$ cat src/inc/fepc_params.svh
// Constants for the fast ethernet phy coding path
`ifndef FEPC_PARAMS_SVH
`define FEPC_PARAMS_SVH

// ----------------------------------------------------------------
// Clock and timing
// ----------------------------------------------------------------
`define FEPC_MCLK_MHZ        50
`define FEPC_MCLK_NS         20
`define FEPC_SYNC_TMO_US     40
`define FEPC_SYNC_TMO_CYC    ((`FEPC_SYNC_TMO_US * `FEPC_MCLK_MHZ))
`define FEPC_TX10_CLK_NS     400
`define FEPC_TX10_HALF_CYC   ((`FEPC_TX10_CLK_NS / 2) / `FEPC_MCLK_NS)
`define FEPC_NLP_PERIOD_US   16000
`define FEPC_NLP_WIDTH_NS    100
`define FEPC_NLP_WIDTH_CYC   ((`FEPC_NLP_WIDTH_NS + `FEPC_MCLK_NS - 1) / `FEPC_MCLK_NS)
`define FEPC_RXCLK_LOW_CYC   2'h2
`define FEPC_LOCK_BITS       6'h20
`define FEPC_IDLE_ONES       4'hA

// ----------------------------------------------------------------
// Code-groups and nibbles
// ----------------------------------------------------------------
`define FEPC_CG_J            5'h18
`define FEPC_CG_K            5'h11
`define FEPC_CG_T            5'h0D
`define FEPC_CG_R            5'h07
`define FEPC_CG_I            5'h1F
`define FEPC_NIB_PRE         4'h5
`define FEPC_NIB_BAD_SSD     4'hE

// ----------------------------------------------------------------
// Line levels
// ----------------------------------------------------------------
`define FEPC_LVL_ZERO        2'h0
`define FEPC_LVL_POS         2'h1
`define FEPC_LVL_NEG         2'h3

`endif

$ cat src/inc/fepc_pkg.sv
// Types of the fast ethernet phy coding path
`include "fepc_params.svh"

package fepc_pkg;

    typedef enum logic [1:0]
    {
        FEPC_HUNT  = 2'b01,
        FEPC_FRAME = 2'b10
    } fepc_rx_st_t;

    typedef struct packed
    {
        logic [4:0]  tx_sh;
        logic [2:0]  tx_cnt;
        logic        tx_nrzi;
        logic [1:0]  tx_ph;
        logic [1:0]  tx_mlt3;
        logic        tx_take;
        logic [1:0]  rx_prev;
        logic [10:0] key;
        logic        lock;
        logic [5:0]  lk_cnt;
        logic [3:0]  ones;
        logic [10:0] tmo;
        logic [9:0]  sh;
        fepc_rx_st_t st;
        logic [2:0]  gcnt;
        logic [4:0]  pend;
        logic        pend_v;
        logic        pend_er;
        logic        t_seen;
        logic        i_seen;
        logic [3:0]  rxd;
        logic        rx_er;
        logic        rx_dv;
        logic        crs;
        logic        col;
        logic        rx_clk;
        logic [1:0]  rclk_cnt;
        logic [1:0]  rmii_rxd;
        logic [1:0]  rmii_hi;
        logic        rmii_hi_v;
        logic        crs_dv;
        logic [3:0]  div;
        logic        tx_clk;
        logic [1:0]  rmii_lo;
        logic        rmii_ph;
        logic [3:0]  hold;
        logic        hold_v;
        logic [3:0]  msh;
        logic [2:0]  mbits;
        logic        mhalf;
        logic        mact;
        logic        man_out;
        logic [19:0] nlp_cnt;
        logic [2:0]  nlp_w;
    } fepc_state_t;

endpackage

$ cat src/design/fepc_top.sv
// Coding datapath of a 10/100 ethernet phy: 100M line coding, 100M receive, 10M transmit
`include "fepc_params.svh"
`timescale 1ns/1ps
`default_nettype none

module fepc_top
#(
    parameter int NLP_PERIOD_CYC = `FEPC_NLP_PERIOD_US * `FEPC_MCLK_MHZ
)
(
    input  wire logic       mclk,
    input  wire logic       nrst,
    input  wire logic       line_bit_stb,
    input  wire logic [4:0] tx_cg,
    input  wire logic       tx_cg_valid,
    output logic            tx_cg_take,
    output logic            tx_nrzi,
    output logic [1:0]      tx_mlt3,
    input  wire logic       rx_bit_stb,
    input  wire logic [1:0] rx_mlt3,
    input  wire logic       line_signal_detect,
    input  wire logic       link_fail,
    input  wire logic       descr_bypass,
    input  wire logic       decode_enable,
    input  wire logic       rmii_mode,
    input  wire logic       ten_meg_mode,
    input  wire logic       half_duplex,
    output logic [3:0]      rxd,
    output logic            rx_error_or_fifth_bit,
    output logic            rx_dv,
    output logic            crs,
    output logic            col,
    output logic            rx_clk,
    output logic [1:0]      rmii_rxd,
    output logic            crs_dv,
    output logic            tx_clk,
    input  wire logic       tx_en,
    input  wire logic [3:0] txd,
    input  wire logic [1:0] rmii_txd,
    input  wire logic       ten_half_stb,
    output logic            ten_meg_tx_encoder_out
);

    fepc_pkg::fepc_state_t s;
    fepc_pkg::fepc_state_t n;
    logic                  ssd_ev;
    logic                  bad_ev;
    logic                  tmo_ev;

    // ----------------------------------------------------------------
    // 5B to 4B table, {valid, nibble}
    // ----------------------------------------------------------------
    function automatic logic [4:0] fepc_dec(input logic [4:0] c);
        unique case (c)
            5'h1E: fepc_dec = 5'h10;
            5'h09: fepc_dec = 5'h11;
            5'h14: fepc_dec = 5'h12;
            5'h15: fepc_dec = 5'h13;
            5'h0A: fepc_dec = 5'h14;
            5'h0B: fepc_dec = 5'h15;
            5'h0E: fepc_dec = 5'h16;
            5'h0F: fepc_dec = 5'h17;
            5'h12: fepc_dec = 5'h18;
            5'h13: fepc_dec = 5'h19;
            5'h16: fepc_dec = 5'h1A;
            5'h17: fepc_dec = 5'h1B;
            5'h1A: fepc_dec = 5'h1C;
            5'h1B: fepc_dec = 5'h1D;
            5'h1C: fepc_dec = 5'h1E;
            5'h1D: fepc_dec = 5'h1F;
            default: fepc_dec = 5'h00;
        endcase
    endfunction

    always_comb
    begin
        logic       tb;
        logic       rb;
        logic       pred;
        logic       d;
        logic       ok;
        logic       ev;
        logic       ev_dv;
        logic       ev_er;
        logic       ev_b4;
        logic       endf;
        logic       byp;
        logic       rise;
        logic       wrap;
        logic [3:0] ev_nib;
        logic [4:0] cg;
        logic [4:0] dc;
        logic [9:0] shn;
        tb = 1'b0;
        rb = 1'b0;
        pred = 1'b0;
        d = 1'b0;
        ok = 1'b0;
        ev = 1'b0;
        ev_dv = 1'b0;
        ev_er = 1'b0;
        ev_b4 = 1'b0;
        endf = 1'b0;
        byp = !decode_enable && !rmii_mode;
        rise = 1'b0;
        wrap = 1'b0;
        ev_nib = 4'h0;
        cg = 5'h00;
        dc = 5'h00;
        shn = s.sh;
        ssd_ev = 1'b0;
        bad_ev = 1'b0;
        tmo_ev = 1'b0;
        n = s;
        n.tx_take = 1'b0;

        // ----------------------------------------------------------------
        // 100M transmit: code-group to NRZI and three-level line code
        // ----------------------------------------------------------------
        if (line_bit_stb)
        begin
            if (s.tx_cnt == 3'h0)
            begin
                // Without a code-group the line carries idle ones
                cg = tx_cg_valid ? tx_cg : `FEPC_CG_I;
                n.tx_take = tx_cg_valid;
                tb = cg[4];
                n.tx_sh = {cg[3:0], 1'b0};
                n.tx_cnt = 3'h4;
            end
            else
            begin
                tb = s.tx_sh[4];
                n.tx_sh = {s.tx_sh[3:0], 1'b0};
                n.tx_cnt = s.tx_cnt - 3'h1;
            end
            n.tx_nrzi = s.tx_nrzi ^ tb;
            n.tx_ph = s.tx_ph + {1'b0, tb};
            n.tx_mlt3 = n.tx_ph[0] ? (n.tx_ph[1] ? `FEPC_LVL_NEG : `FEPC_LVL_POS)
                                   : `FEPC_LVL_ZERO;
        end

        // ----------------------------------------------------------------
        // 100M receive: level decode, descrambler, alignment, decode
        // ----------------------------------------------------------------
        if (!line_signal_detect || link_fail)
        begin
            n.lock = 1'b0;
            n.lk_cnt = 6'h00;
            n.tmo = 11'h000;
            n.st = fepc_pkg::FEPC_HUNT;
            n.pend_v = 1'b0;
            endf = s.st == fepc_pkg::FEPC_FRAME;
        end
        else if (rx_bit_stb)
        begin
            rb = rx_mlt3 != s.rx_prev;
            n.rx_prev = rx_mlt3;
            pred = s.key[10] ^ s.key[8];
            if (descr_bypass)
                d = rb;
            else if (!s.lock)
            begin
                // Scrambled idle: key bit is the inverted line bit
                n.key = {s.key[9:0], ~rb};
                n.lk_cnt = (~rb == pred) ? s.lk_cnt + 6'h01 : 6'h00;
                n.lock = n.lk_cnt == `FEPC_LOCK_BITS;
            end
            else
            begin
                n.key = {s.key[9:0], pred};
                d = rb ^ pred;
            end
            ok = descr_bypass || s.lock;
            n.ones = !d ? 4'h0 : (s.ones == `FEPC_IDLE_ONES ? s.ones : s.ones + 4'h1);
            shn = {s.sh[8:0], d};
            n.sh = shn;
            cg = shn[4:0];
            dc = fepc_dec(cg);
            if (ok)
            begin
                unique case (s.st)
                    fepc_pkg::FEPC_HUNT:
                    begin
                        if (shn[9:5] == `FEPC_CG_J)
                        begin
                            ev = 1'b1;
                            if (cg == `FEPC_CG_K)
                            begin
                                ssd_ev = 1'b1;
                                n.st = fepc_pkg::FEPC_FRAME;
                                n.gcnt = 3'h0;
                                ev_nib = `FEPC_NIB_PRE;
                                ev_dv = 1'b1;
                                n.pend = {1'b0, `FEPC_NIB_PRE};
                                n.pend_v = 1'b1;
                                n.pend_er = 1'b0;
                                n.t_seen = 1'b0;
                                n.i_seen = 1'b0;
                                n.crs = 1'b1;
                            end
                            else
                            begin
                                bad_ev = 1'b1;
                                ev_nib = `FEPC_NIB_BAD_SSD;
                                ev_er = 1'b1;
                            end
                        end
                    end
                    fepc_pkg::FEPC_FRAME:
                    begin
                        n.gcnt = s.gcnt + 3'h1;
                        if (s.gcnt == 3'h4)
                        begin
                            n.gcnt = 3'h0;
                            ev = s.pend_v;
                            ev_nib = s.pend[3:0];
                            ev_b4 = s.pend[4];
                            ev_er = s.pend_er;
                            ev_dv = 1'b1;
                            n.pend = byp ? cg : {cg[4], dc[3:0]};
                            n.pend_v = 1'b1;
                            n.pend_er = 1'b0;
                            n.t_seen = cg == `FEPC_CG_T;
                            n.i_seen = cg == `FEPC_CG_I;
                            if (s.t_seen && cg == `FEPC_CG_R)
                                endf = 1'b1;
                            else if (s.i_seen && cg == `FEPC_CG_I)
                                endf = 1'b1;
                            else if (s.t_seen)
                                n.pend_er = 1'b1;
                            else if (n.t_seen || n.i_seen)
                                n.pend_v = 1'b0;
                            else if (!dc[4] && !byp)
                                n.pend_er = 1'b1;
                            if (endf)
                            begin
                                n.pend_v = 1'b0;
                                n.st = fepc_pkg::FEPC_HUNT;
                            end
                        end
                    end
                    default:
                        n.st = fepc_pkg::FEPC_HUNT;
                endcase
            end
        end

        // Idle watchdog: a frame longer than the window loses sync
        if (s.lock && !descr_bypass && line_signal_detect && !link_fail)
        begin
            n.tmo = (n.ones == `FEPC_IDLE_ONES) ? 11'h000 : s.tmo + 11'h001;
            if (s.tmo == 11'(`FEPC_SYNC_TMO_CYC - 1))
            begin
                tmo_ev = 1'b1;
                n.lock = 1'b0;
                n.lk_cnt = 6'h00;
                n.tmo = 11'h000;
                n.st = fepc_pkg::FEPC_HUNT;
                n.pend_v = 1'b0;
                endf = s.st == fepc_pkg::FEPC_FRAME;
                ev = 1'b0;
                // Abort wins over a delimiter seen in the same cycle, except that crs raised by a start pair stays set
                ssd_ev = 1'b0;
                bad_ev = 1'b0;
            end
        end

        // ----------------------------------------------------------------
        // 10M transmit intake, loopback and Manchester encoder
        // ----------------------------------------------------------------
        wrap = s.div == 4'(`FEPC_TX10_HALF_CYC - 1);
        n.div = wrap ? 4'h0 : s.div + 4'h1;
        n.tx_clk = wrap ? !s.tx_clk : s.tx_clk;
        rise = wrap && !s.tx_clk;
        if (ten_half_stb)
        begin
            if (!s.mhalf)
            begin
                if (s.mbits == 3'h0)
                begin
                    n.mact = s.hold_v;
                    n.msh = s.hold;
                    n.hold_v = 1'b0;
                    n.mbits = s.hold_v ? 3'h4 : 3'h0;
                end
                n.mhalf = n.mact;
                if (n.mact)
                    n.man_out = ~n.msh[0];
            end
            else
            begin
                n.man_out = s.msh[0];
                n.msh = {1'b0, s.msh[3:1]};
                n.mbits = s.mbits - 3'h1;
                n.mhalf = 1'b0;
            end
        end
        if (ten_meg_mode && rmii_mode)
        begin
            if (!tx_en)
                n.rmii_ph = 1'b0;
            else if (wrap && !s.rmii_ph)
            begin
                n.rmii_lo = rmii_txd;
                n.rmii_ph = 1'b1;
            end
            else if (wrap)
            begin
                n.hold = {rmii_txd, s.rmii_lo};
                n.hold_v = 1'b1;
                n.rmii_ph = 1'b0;
            end
        end
        else if (ten_meg_mode && rise && tx_en)
        begin
            n.hold = txd;
            n.hold_v = 1'b1;
            if (half_duplex)
            begin
                ev = 1'b1;
                ev_nib = txd;
                ev_dv = 1'b1;
            end
        end
        if (ten_meg_mode && !tx_en && !n.mact)
        begin
            n.nlp_cnt = s.nlp_cnt + 20'h00001;
            if (s.nlp_cnt == 20'(NLP_PERIOD_CYC - 1))
            begin
                n.nlp_cnt = 20'h00000;
                n.nlp_w = 3'(`FEPC_NLP_WIDTH_CYC);
            end
        end
        else
            n.nlp_cnt = 20'h00000;
        if (s.nlp_w != 3'h0)
            n.nlp_w = s.nlp_w - 3'h1;
        if (!n.mact)
            n.man_out = n.nlp_w != 3'h0;

        // ----------------------------------------------------------------
        // MII and RMII receive launch
        // ----------------------------------------------------------------
        n.col = 1'b0;
        if (ten_meg_mode && half_duplex && !rmii_mode)
            n.crs = tx_en;
        if (ev)
        begin
            n.rxd = ev_nib;
            // Fifth bit for every valid nibble when decoding is bypassed; a bad start keeps its error
            n.rx_er = (byp && ev_dv) ? ev_b4 : ev_er;
            n.rx_dv = ev_dv;
            n.rx_clk = 1'b0;
            n.rclk_cnt = `FEPC_RXCLK_LOW_CYC;
            n.rmii_rxd = ev_nib[1:0];
            n.rmii_hi = ev_nib[3:2];
            n.rmii_hi_v = 1'b1;
            n.crs_dv = ev_dv;
        end
        else
        begin
            n.rmii_hi_v = 1'b0;
            if (s.rmii_hi_v)
                n.rmii_rxd = s.rmii_hi;
            if (line_signal_detect && !ten_meg_mode)
            begin
                n.rclk_cnt = (s.rclk_cnt == 2'h0) ? 2'h0 : s.rclk_cnt - 2'h1;
                n.rx_clk = s.rclk_cnt == 2'h0;
            end
            else
                n.rx_clk = !s.rx_clk;
            if (ten_meg_mode && !tx_en)
                n.rx_dv = 1'b0;
        end
        if (endf)
        begin
            n.rx_dv = 1'b0;
            n.crs = 1'b0;
            n.crs_dv = 1'b0;
            n.rx_er = 1'b0;
        end
    end

    always_ff @(posedge mclk)
    begin
        if (!nrst)
        begin
            s <= '0;
            s.st <= fepc_pkg::FEPC_HUNT;
        end
        else
            s <= n;
    end

    assign tx_cg_take = s.tx_take;
    assign tx_nrzi = s.tx_nrzi;
    assign tx_mlt3 = s.tx_mlt3;
    assign rxd = s.rxd;
    assign rx_error_or_fifth_bit = s.rx_er;
    assign rx_dv = s.rx_dv;
    assign crs = s.crs;
    assign col = s.col;
    assign rx_clk = s.rx_clk;
    assign rmii_rxd = s.rmii_rxd;
    assign crs_dv = s.crs_dv;
    assign tx_clk = s.tx_clk;
    assign ten_meg_tx_encoder_out = s.man_out;
endmodule

`default_nettype wire

$ cat config.mk
export PLATFORM = sky130hd
export DESIGN_NAME = fepc_top
export DESIGN_NICKNAME = d
export VERILOG_FILES = /design/src/inc/fepc_pkg.sv /design/src/design/fepc_top.sv
export VERILOG_INCLUDE_DIRS = /design/src /design/src/inc
export SDC_FILE = /design/constraint.sdc
export NUM_CORES = 1
export LEC_CHECK = 0
export ABC_AREA = 1
export BUFFER_PORTS_ARGS = -buffer_cell sky130_fd_sc_hd__buf_4
export CAP_MARGIN = 25
export CORE_UTILIZATION = 45
export CTS_BUF_LIST = sky130_fd_sc_hd__clkbuf_2
export DETAILED_ROUTE_END_ITERATION = 10
export GPL_TIMING_DRIVEN = 1
export REMOVE_ABC_BUFFERS = 1
export SYNTH_ARGS = -nofsm -noshare
export SYNTH_HDL_FRONTEND = slang
export SYNTH_SLANG_ARGS = --single-unit
export TNS_END_PERCENT = 30
$ cat constraint.sdc
create_clock -name mclk -period 5.4 [get_ports mclk]
set_input_delay 1.62 -clock mclk [delete_from_list [all_inputs] [get_ports mclk]]
set_output_delay 1.62 -clock mclk [all_outputs]
set_load 0.05 [all_outputs]
==> metrics, run 1 <==
post-CTS setup buffers=0; Total GRT Usage=19.89%; final instance area=7261 um^2; # hold bufs at CTS=0; CTS resizes=0; CTS Sinks=130; final setup margin=2.318 ns; WL final=14070 um; Post-Syn Area=6644 um^2; slew margin rel.=47.45%; Synth top cells by count=184 x nand2_1, 130 x dfxtp_1, 109 x inv_1, 93 x nor2_1, 86 x a21oi_1; Startpoint Class=input pin; crit path buf inv count=3; worst setup skew after layout=0.02397 ns; fraction of layout instances using a drive strength above 1=14.37%; Max IR drop VDD=0.1586 mV; cell at the slowest stage of the critical path=nor2_1; period utilisation layout=57.08%; clock latency on the worst-skew pair=0.67 ns; DRT iter0 DRCs=397; dpl cells=1120; P per Cell Area=252.3 nW/um^2; Mapped Cells=923; Slew Viols, Final=0; Die Span Y=123.5 um; H-tree depth=4; die width=123.5 um; DRT Pass-1 Iters=6; vias after detailed routing=5766; Cell Chain, Critical Path=buf_4, inv_1, nor2_2, nand2_1, nor2_1, inv_1, o21ai_0, a21oi_1; remaining global-route overflow=0; Synth Area per Inst=7.198 um^2; Port Buffers=43; Crit path required time=5.97 ns; setup tns final=0 ns; GP Congestion=0.8042; placed inst area=7047 um^2; CTS Buf Count=17; largest fanout on the critical path=23; vias in the first global route=5121; nets@finish=1002; Final Critical Period=3.082 ns; Fmax=324.4 MHz; ANT nets after route=0; row cnt=44; ys async rst share=0%; most frequent cell after synthesis=nand2_1; Synth cell types=54; Sequential Area=2603 um^2; Avg WL per Cell=12.21 um; DRC violation count after routing=0; Die ar.=15250 um^2; EDFF count, synth=0; slowest stage delay, CP=0.66 ns; final hold violation count=0; RSZ-0062 raised after global routing=false; Largest delay share family, worst path=simple AND/OR/NAND/NOR gates; Initial Util=45.89%; Synthesis Warnings=0; largest area contributor in the synthesized netlist=dfxtp_1; Leak=2.970 nW; cell chosen for the clock root=clkbuf_2; CTS tree=done; Synth Flop Type=dfxtp_1; Fillers=1483; Core ar.=14480 um^2; initial antenna violation count=0; Worst Max-Slew Pin Slew=0.7854 ns; Hold Crit Class=reg2reg; Multi-input gate area=3426 um^2; Crit Path Category=in2reg; pre-CTS setup slack=1.584 ns; first-pass GRT wire length=23980 um; crit path DAT=3.66 ns; deepest clock path buffer count=2; hpwl dp=10220 um; Clock transition at path regs=0.18 ns; register area share after synthesis=39.17%; maxcap violations=0; final cell count without fillers=1152; vias per cell=5.005; Yosys reg bits=130; CP Capture Type=flip-flop; status=complete, no violations; Final Util=50.15%; Setup Viol. Count Final=0; synth top area cells=dfxtp_1 39%, nand2_1 10%, a21oi_1 6.5%, inv_1 6.2%, nor2_1 5.3%; CP most frequent cell=inv_1; Layout area overhead=9.284%; largest net degree at the start of global routing=47; # IOs=45; post-synth top area share=39.17%
-- layout by cell type (no fill, tap or decap), drive strengths merged, types with 3 or more instances in the layout --
master	count
nand4	8
clkinv	8
o21ai	64
nor2	112
nor4	4
nor3	24
xor2	13
clkinvlp	3
o31ai	4
a31oi	9
o22ai	7
nand3b	3
nor3b	6
inv	120
xnor2	4
nand2	193
buf	44
ha	20
nand3	58
a211oi	5
dfxtp	130
or2	4
o211ai	3
a21oi	86
clkbuf	19
-- worst reg2reg max path: stages, from the launching register on --
cell and delay (ns):
dfxtp_1 0.44, ha_1 0.25, inv_1 0.14, nor2_1 0.64, a21oi_1 0.18, nor2_2 0.12
nand2_2 0.07, nand2_4 0.13, inv_4 0.07, nor2_4 0.13, nand3_2 0.12, o21ai_2 0.12
-- stage by stage --
step,hold WS (ns),power (mW)
global placement,0.4326,1.294
CTS,0.4662,1.859
finish,0.4628,1.832
global route,0.4897,1.944
detailed placement,0.4418,1.295
floorplan,0.4179,1.216
-- final timing paths --
| kind | start | end | slack, ns | cells after the start |
|---|---|---|---|---|
| hold reg to reg | s[3] | s[3] | 0.46 | 1 |
| setup / recovery | line_signal_detect | s[117] | 2.32 | 8 |
| hold / removal | s[3] | s[3] | 0.46 | 1 |
| setup reg to reg | s[76] | rxd[3] | 2.96 | 11 |
-- sequential cells by signal (all words and copies together), names as in the netlist --
| name | count |
|---|---|
| rx_clk | 1 |
| rxd | 4 |
| crs_dv | 1 |
| tx_cg_take | 1 |
| s | 114 |
| rmii_rxd | 2 |
| rx_dv | 1 |
| rx_error_or_fifth_bit | 1 |
| crs | 1 |
| ten_meg_tx_encoder_out | 1 |
| tx_nrzi | 1 |
| tx_mlt3 | 1 |
| tx_clk | 1 |
-- report_power, final --
part | internal, mW | leakage [nW] | total [mW] | switching, mW
logic | 0.0876 | 1.79 | 0.256 | 0.169
registers | 0.995 | 1.05 | 1.02 | 0.0227
clock network | 0.206 | 0.126 | 0.558 | 0.351
total | 1.29 | 2.97 | 1.83 | 0.543
-- per-layer routing --
layer	routed length (um)	GRT usage, %	vias up
met5	0	0	-
met4	113	5.873	0
met3	483	4.151	7
met2	6082	30.45	93
met1	7387	27.93	2582
li1	-	-	3084
-- cells by family after synthesis --
family | after synthesis | synth area share [%]
AND/OR/NAND/NOR | 414 | 29.64
AO/OA/AOI/OAI | 189 | 15.86
buffers and inverters | 152 | 9.265
flip-flops | 130 | 39.17
adder cells (fa/ha/maj) | 20 | 3.766
XOR/XNOR | 17 | 2.241
other | 1 | 0.05644
-- final cells by class --
class / count / share of cell area, %
Inverter: 121 / 6.307
Tap cell: 184 / 3.171
Clock buffer: 19 / 1.310
Antenna cell: 1 / 0.03446
Sequential cell: 130 / 35.84
Clock inverter: 12 / 1.603
Multi-Input combinational cell: 641 / 47.18
Timing Repair Buffer: 44 / 4.549
Note: power is estimated with default switching activity, not from simulation.
==> run 2: changes to the inputs <==
==> constraint.sdc (replaced) <==
create_clock -name mclk -period 2.95 [get_ports mclk]
set_input_delay 0.885 -clock mclk [delete_from_list [all_inputs] [get_ports mclk]]
set_output_delay 0.885 -clock mclk [all_outputs]
set_load 0.05 [all_outputs]
==> metrics, run 2 (synthesis results as in run 1) <==
Die ar.=15250 um^2; initial antenna violation count=1; final instance area=7395 um^2; most frequent cells in the layout=184 x nand2_1, 130 x dfxtp_1, 109 x inv_1; Worst Max-Slew Pin Slew=0.5907 ns; slowest stage delay, CP=0.42 ns; largest register by flop count=s; Port Buffers=43; Largest register FFs=114; row cnt=44; Fillers=1467; DRT Pass-1 Iters=5; hpwl dp=10530 um; Die Span Y=123.5 um; maxcap violations=0; # hold bufs at CTS=0; Final Util=51.07%; dpl cells=1129; Final Total Pwr=3.601 mW; Slew Viols, Final=0; worst setup skew after layout=0.03983 ns; Total GRT Usage=20.36%; placed inst area=7114 um^2; Largest delay share family, worst path=flip-flops; clock share of power=34.9%; cell at the slowest stage of the critical path=dfxtp_1; first-pass GRT wire length=24270 um; final hold violation count=0; die width=123.5 um; vias per cell=4.977; DRC violation count after routing=0; slew margin rel.=60.26%; Sw Ratio=29.28%; crit path buf inv count=1; status=complete, no violations; vias after detailed routing=5783; commonest non-fill, non-tap cell in the layout=nand2_1; fraction of layout instances using a drive strength above 1=15.56%; H-tree depth=4; final cell count without fillers=1162; Setup Viol. Count Final=0; Core ar.=14480 um^2; vias in the first global route=5153; CTS resizes=0; cell chosen for the clock root=clkbuf_2; Sequential Area=2603 um^2; P_sw=1.054 mW; period utilisation layout=75.04%; RSZ-0062 raised after global routing=false; setup tns final=0 ns; Crit Path Category=reg2out; # IOs=45; CTS Buf Count=17; crit path DAT=1.33 ns; pre-CTS setup slack=0.2555 ns; CTS tree=done; Int Pwr=2.547 mW; deepest clock path buffer count=2; clock latency on the worst-skew pair=0.71 ns; Initial Util=45.89%; Max IR drop VDD=0.3079 mV; Crit path required time=2.07 ns; Hold Crit Class=in2reg; WL final=14340 um; post-CTS setup buffers=0; Leak=3.045 nW; Logic pwr share=13.3%; Layout area overhead=11.30%; remaining global-route overflow=0; ANT nets after route=0; P per Cell Area=486.9 nW/um^2; Final Critical Period=2.214 ns; GP Congestion=0.8558; Clock transition at path regs=0.20 ns; CP Capture Type=output pin; Startpoint Class=flip-flop; largest fanout on the critical path=3; nets@finish=1011; DRT iter0 DRCs=369; Fmax=451.8 MHz; Avg WL per Cell=12.34 um; worst hold slack=0.4334 ns; Cell Chain, Critical Path=buf_4; CTS Sinks=130; Flop pwr share=51.8%; Multi-input gate area=3426 um^2; largest net degree at the start of global routing=28; final setup margin=0.7365 ns
[run 2: final timing paths]
kind                            depth (start not counted)          from  endpoint  slack (ns)
worst max-delay path                                    1        tx_clk    tx_clk        0.74
worst min-delay path                                    2  line_bit_stb    s[130]        0.43
worst max register to register                         12         s[26]     s[17]        0.80
worst min register to register                          1          s[3]      s[3]        0.46
[run 2: metal layers]
metal  routed length (um)  vias to the layer above  track usage [%]  part of all wire [%]
li1                     -                     3099                -                     -
met1                 7560                     2556            29.51                    53
met2                 6051                      115            29.33                    42
met3                  558                       13            4.290                   3.9
met4                  167                        0            7.530                   1.2
met5                    0                        -                0                     0
[run 2: power groups by stage]
stage | sequential, mW | combinational, mW | clock, mW
after global placement | 1.90 | 0.477 | 0
final | 1.87 | 0.479 | 1.26
after CTS | 1.87 | 0.480 | 1.29
after global routing | 1.88 | 0.537 | 1.36
after floorplan | 1.94 | 0.283 | 0
after detailed placement | 1.90 | 0.479 | 0
[run 2: area by class of cell]
| type | instances | area share [%] |
|---|---|---|
| multi-input combinational | 641 | 46.33 |
| clock buffer | 18 | 1.218 |
| clock inverter | 14 | 2.538 |
| inverter | 121 | 6.193 |
| tap | 184 | 3.113 |
| antenna | 1 | 0.03384 |
| sequential | 130 | 35.19 |
| timing repair buffer | 53 | 5.381 |
==> run 3: changes to the inputs <==
==> constraint.sdc (replaced) <==
create_clock -name mclk -period 2 [get_ports mclk]
set_input_delay 0.6 -clock mclk [delete_from_list [all_inputs] [get_ports mclk]]
set_output_delay 0.6 -clock mclk [all_outputs]
set_load 0.05 [all_outputs]
==> metrics, run 3 (synthesis results as in run 1) <==
status=complete, no violations; pre-CTS setup slack=-0.2500 ns; Setup Viol. Count Final=0; RR Startpoint=s[26]; remaining global-route overflow=0; CTS Buf Count=17; DRT iter0 DRCs=366; Int Pwr=3.546 mW; CTS Sinks=130; deepest clock path buffer count=2; maxcap violations=0; largest net degree at the start of global routing=17; Largest register FFs=114; GP Congestion=0.8285; H-tree depth=4; Sequential Area=2615 um^2; Final Util=55.37%; initial antenna violation count=0; Logic pwr share=16.9%; commonest non-fill, non-tap cell in the layout=nand2_1; Sw Ratio=29.48%; Core ar.=14480 um^2; clock share of power=28.6%; Layout area overhead=20.66%; Crit path required time=2.59 ns; cell at the slowest stage of the critical path=dfxtp_2; final setup margin=0.04629 ns; Die ar.=15250 um^2; clock latency on the worst-skew pair=0.67 ns; Flop pwr share=54.5%; Hold Crit Start=tx_cg_valid; final hold violation count=0; DRT Pass-1 Iters=6; Hold Crit Class=in2reg; CP Capture Type=flip-flop; vias in the first global route=5307; row cnt=44; P_sw=1.482 mW; CTS tree=done; Fillers=1435; Cell Chain, Critical Path=inv_2, ha_4, inv_2, nor2_4, inv_2, o21ai_2, nand2_4, nor3_4, nand2_2, nand2_2, o21ai_1, inv_1, nand3_2, nand2_2, a21oi_2; reg2reg setup slack=0.05 ns; Port Buffers=43; RSZ-0062 raised after global routing=true; largest register by flop count=s; first-pass GRT wire length=24540 um; Startpoint Class=flip-flop; DRC violation count after routing=0; worst setup skew after layout=0.02154 ns; period utilisation layout=97.69%; Hold Path Sink=tx_cg_take; crit path DAT=2.54 ns; ANT nets after route=0; # IOs=45; worst hold path cell count=3; nets@finish=1078; Initial Util=45.89%; largest fanout on the critical path=4; vias per cell=4.996; Worst R2R End=ten_meg_tx_encoder_out; Multi-input gate area=3600 um^2; fraction of layout instances using a drive strength above 1=23.94%; cell chosen for the clock root=clkbuf_2; P per Cell Area=627.2 nW/um^2; vias after detailed routing=6120; Leak=3.372 nW; Final Critical Period=1.954 ns; Fmax=511.8 MHz; Slew Viols, Final=0; die width=123.5 um; Crit Path Category=reg2reg; slowest stage delay, CP=0.37 ns; # hold bufs at CTS=0; Max IR drop VDD=0.5195 mV; FF-to-FF path depth=15; Total GRT Usage=20.48%; hpwl dp=11090 um; Die Span Y=123.5 um; Avg WL per Cell=12.37 um; most frequent cells in the layout=177 x nand2_1, 122 x dfxtp_1, 116 x buf_4; Clock transition at path regs=0.18 ns; WL final=15150 um
-- run 3: cell count changes in the layout (fill, tap and decap cells not counted), moves of 3 or more --
| cell | before | now |
|---|---|---|
| a21oi_1 | 86 | 83 |
| a21oi_2 | 0 | 3 |
| buf_4 | 53 | 116 |
| buf_6 | 0 | 3 |
| clkinv_1 | 2 | 6 |
| dfxtp_1 | 130 | 122 |
| dfxtp_2 | 0 | 7 |
| ha_1 | 20 | 17 |
| inv_1 | 109 | 103 |
| inv_2 | 9 | 15 |
| nand2_1 | 184 | 177 |
| nand2_2 | 6 | 12 |
| nor2_1 | 93 | 89 |
| nor2_4 | 3 | 6 |
-- run 3: layout make-up --
type                    count  share of cell area (%)
diodes                      1                 0.03122
clock buffers              18                   1.124
clock inverters            10                   1.202
inverters                 121                   5.712
multi-input cells         641                   44.90
flip-flops and latches    130                   32.62
well taps                 184                   2.872
repair buffers            120                   11.53
-- run 3: how the worst max path moves through the flow --
stage	cells after the start	slack, ns	startpoint	end
2_1_floorplan	10	-0.12	line_signal_detect	s[95]
3_3_place_gp	10	-0.23	link_fail	s[91]
3_5_place_dp	11	-0.25	line_signal_detect	s[90]
4_1_cts	12	0.01	s[26]	s[5]
5_1_grt	15	-0.07	s[26]	ten_meg_tx_encoder_out
6_report	15	0.05	s[26]	ten_meg_tx_encoder_out
-- run 3: power by group through the flow --
| stage | sequential (mW) | clock [mW] | combinational (mW) |
|---|---|---|---|
| finish | 2.74 | 1.44 | 0.849 |
| global route | 2.76 | 1.61 | 0.946 |
| CTS | 2.74 | 1.50 | 0.766 |
| detailed placement | 2.80 | 0 | 0.764 |
| global placement | 2.80 | 0 | 0.761 |
| floorplan | 2.87 | 0 | 0.417 |
-- run 3: metal layers --
metal  global-route usage [%]  part of all wire (%)  vias to the layer above  routed length, um
li1                         -                     -                     3228                  -
met1                    29.05                    52                     2780               7883
met2                    30.55                    44                      102               6651
met3                    5.120                   3.2                       10                490
met4                    5.723                  0.83                        0                126
met5                        0                     0                        -                  0
-- run 3: worst max-delay path: cells and delay by family (launching register included) --
| kind | cells | cell delay (ns) |
|---|---|---|
| fa+ha+maj | 1 | 0.12 |
| flops | 1 | 0.37 |
| simple gates | 7 | 0.82 |
| compound gates | 3 | 0.27 |
| buf+inv | 4 | 0.28 |
-- run 3: per-stage QoR --
step           hold WS, ns  setup TNS (ns)  std cells  total power [mW]  area, um^2
4_1_cts            0.09952               0       1217             5.006        7764
5_1_grt            0.06920        -0.09317       1224             5.309        8014
3_5_place_dp        0.4399          -4.250       1189             3.561        7577
3_3_place_gp        0.4340          -3.531       1189             3.557        7577
2_1_floorplan       0.4179          -1.389        892             3.284        6486
6_report            0.1692               0       1225             5.028        8016
-- run 3: what timing repair did --
item,4_1_cts,5_1_grt
endpoints found under the setup margin,0,38
resized for setup,0,56
buffers inserted,0,7
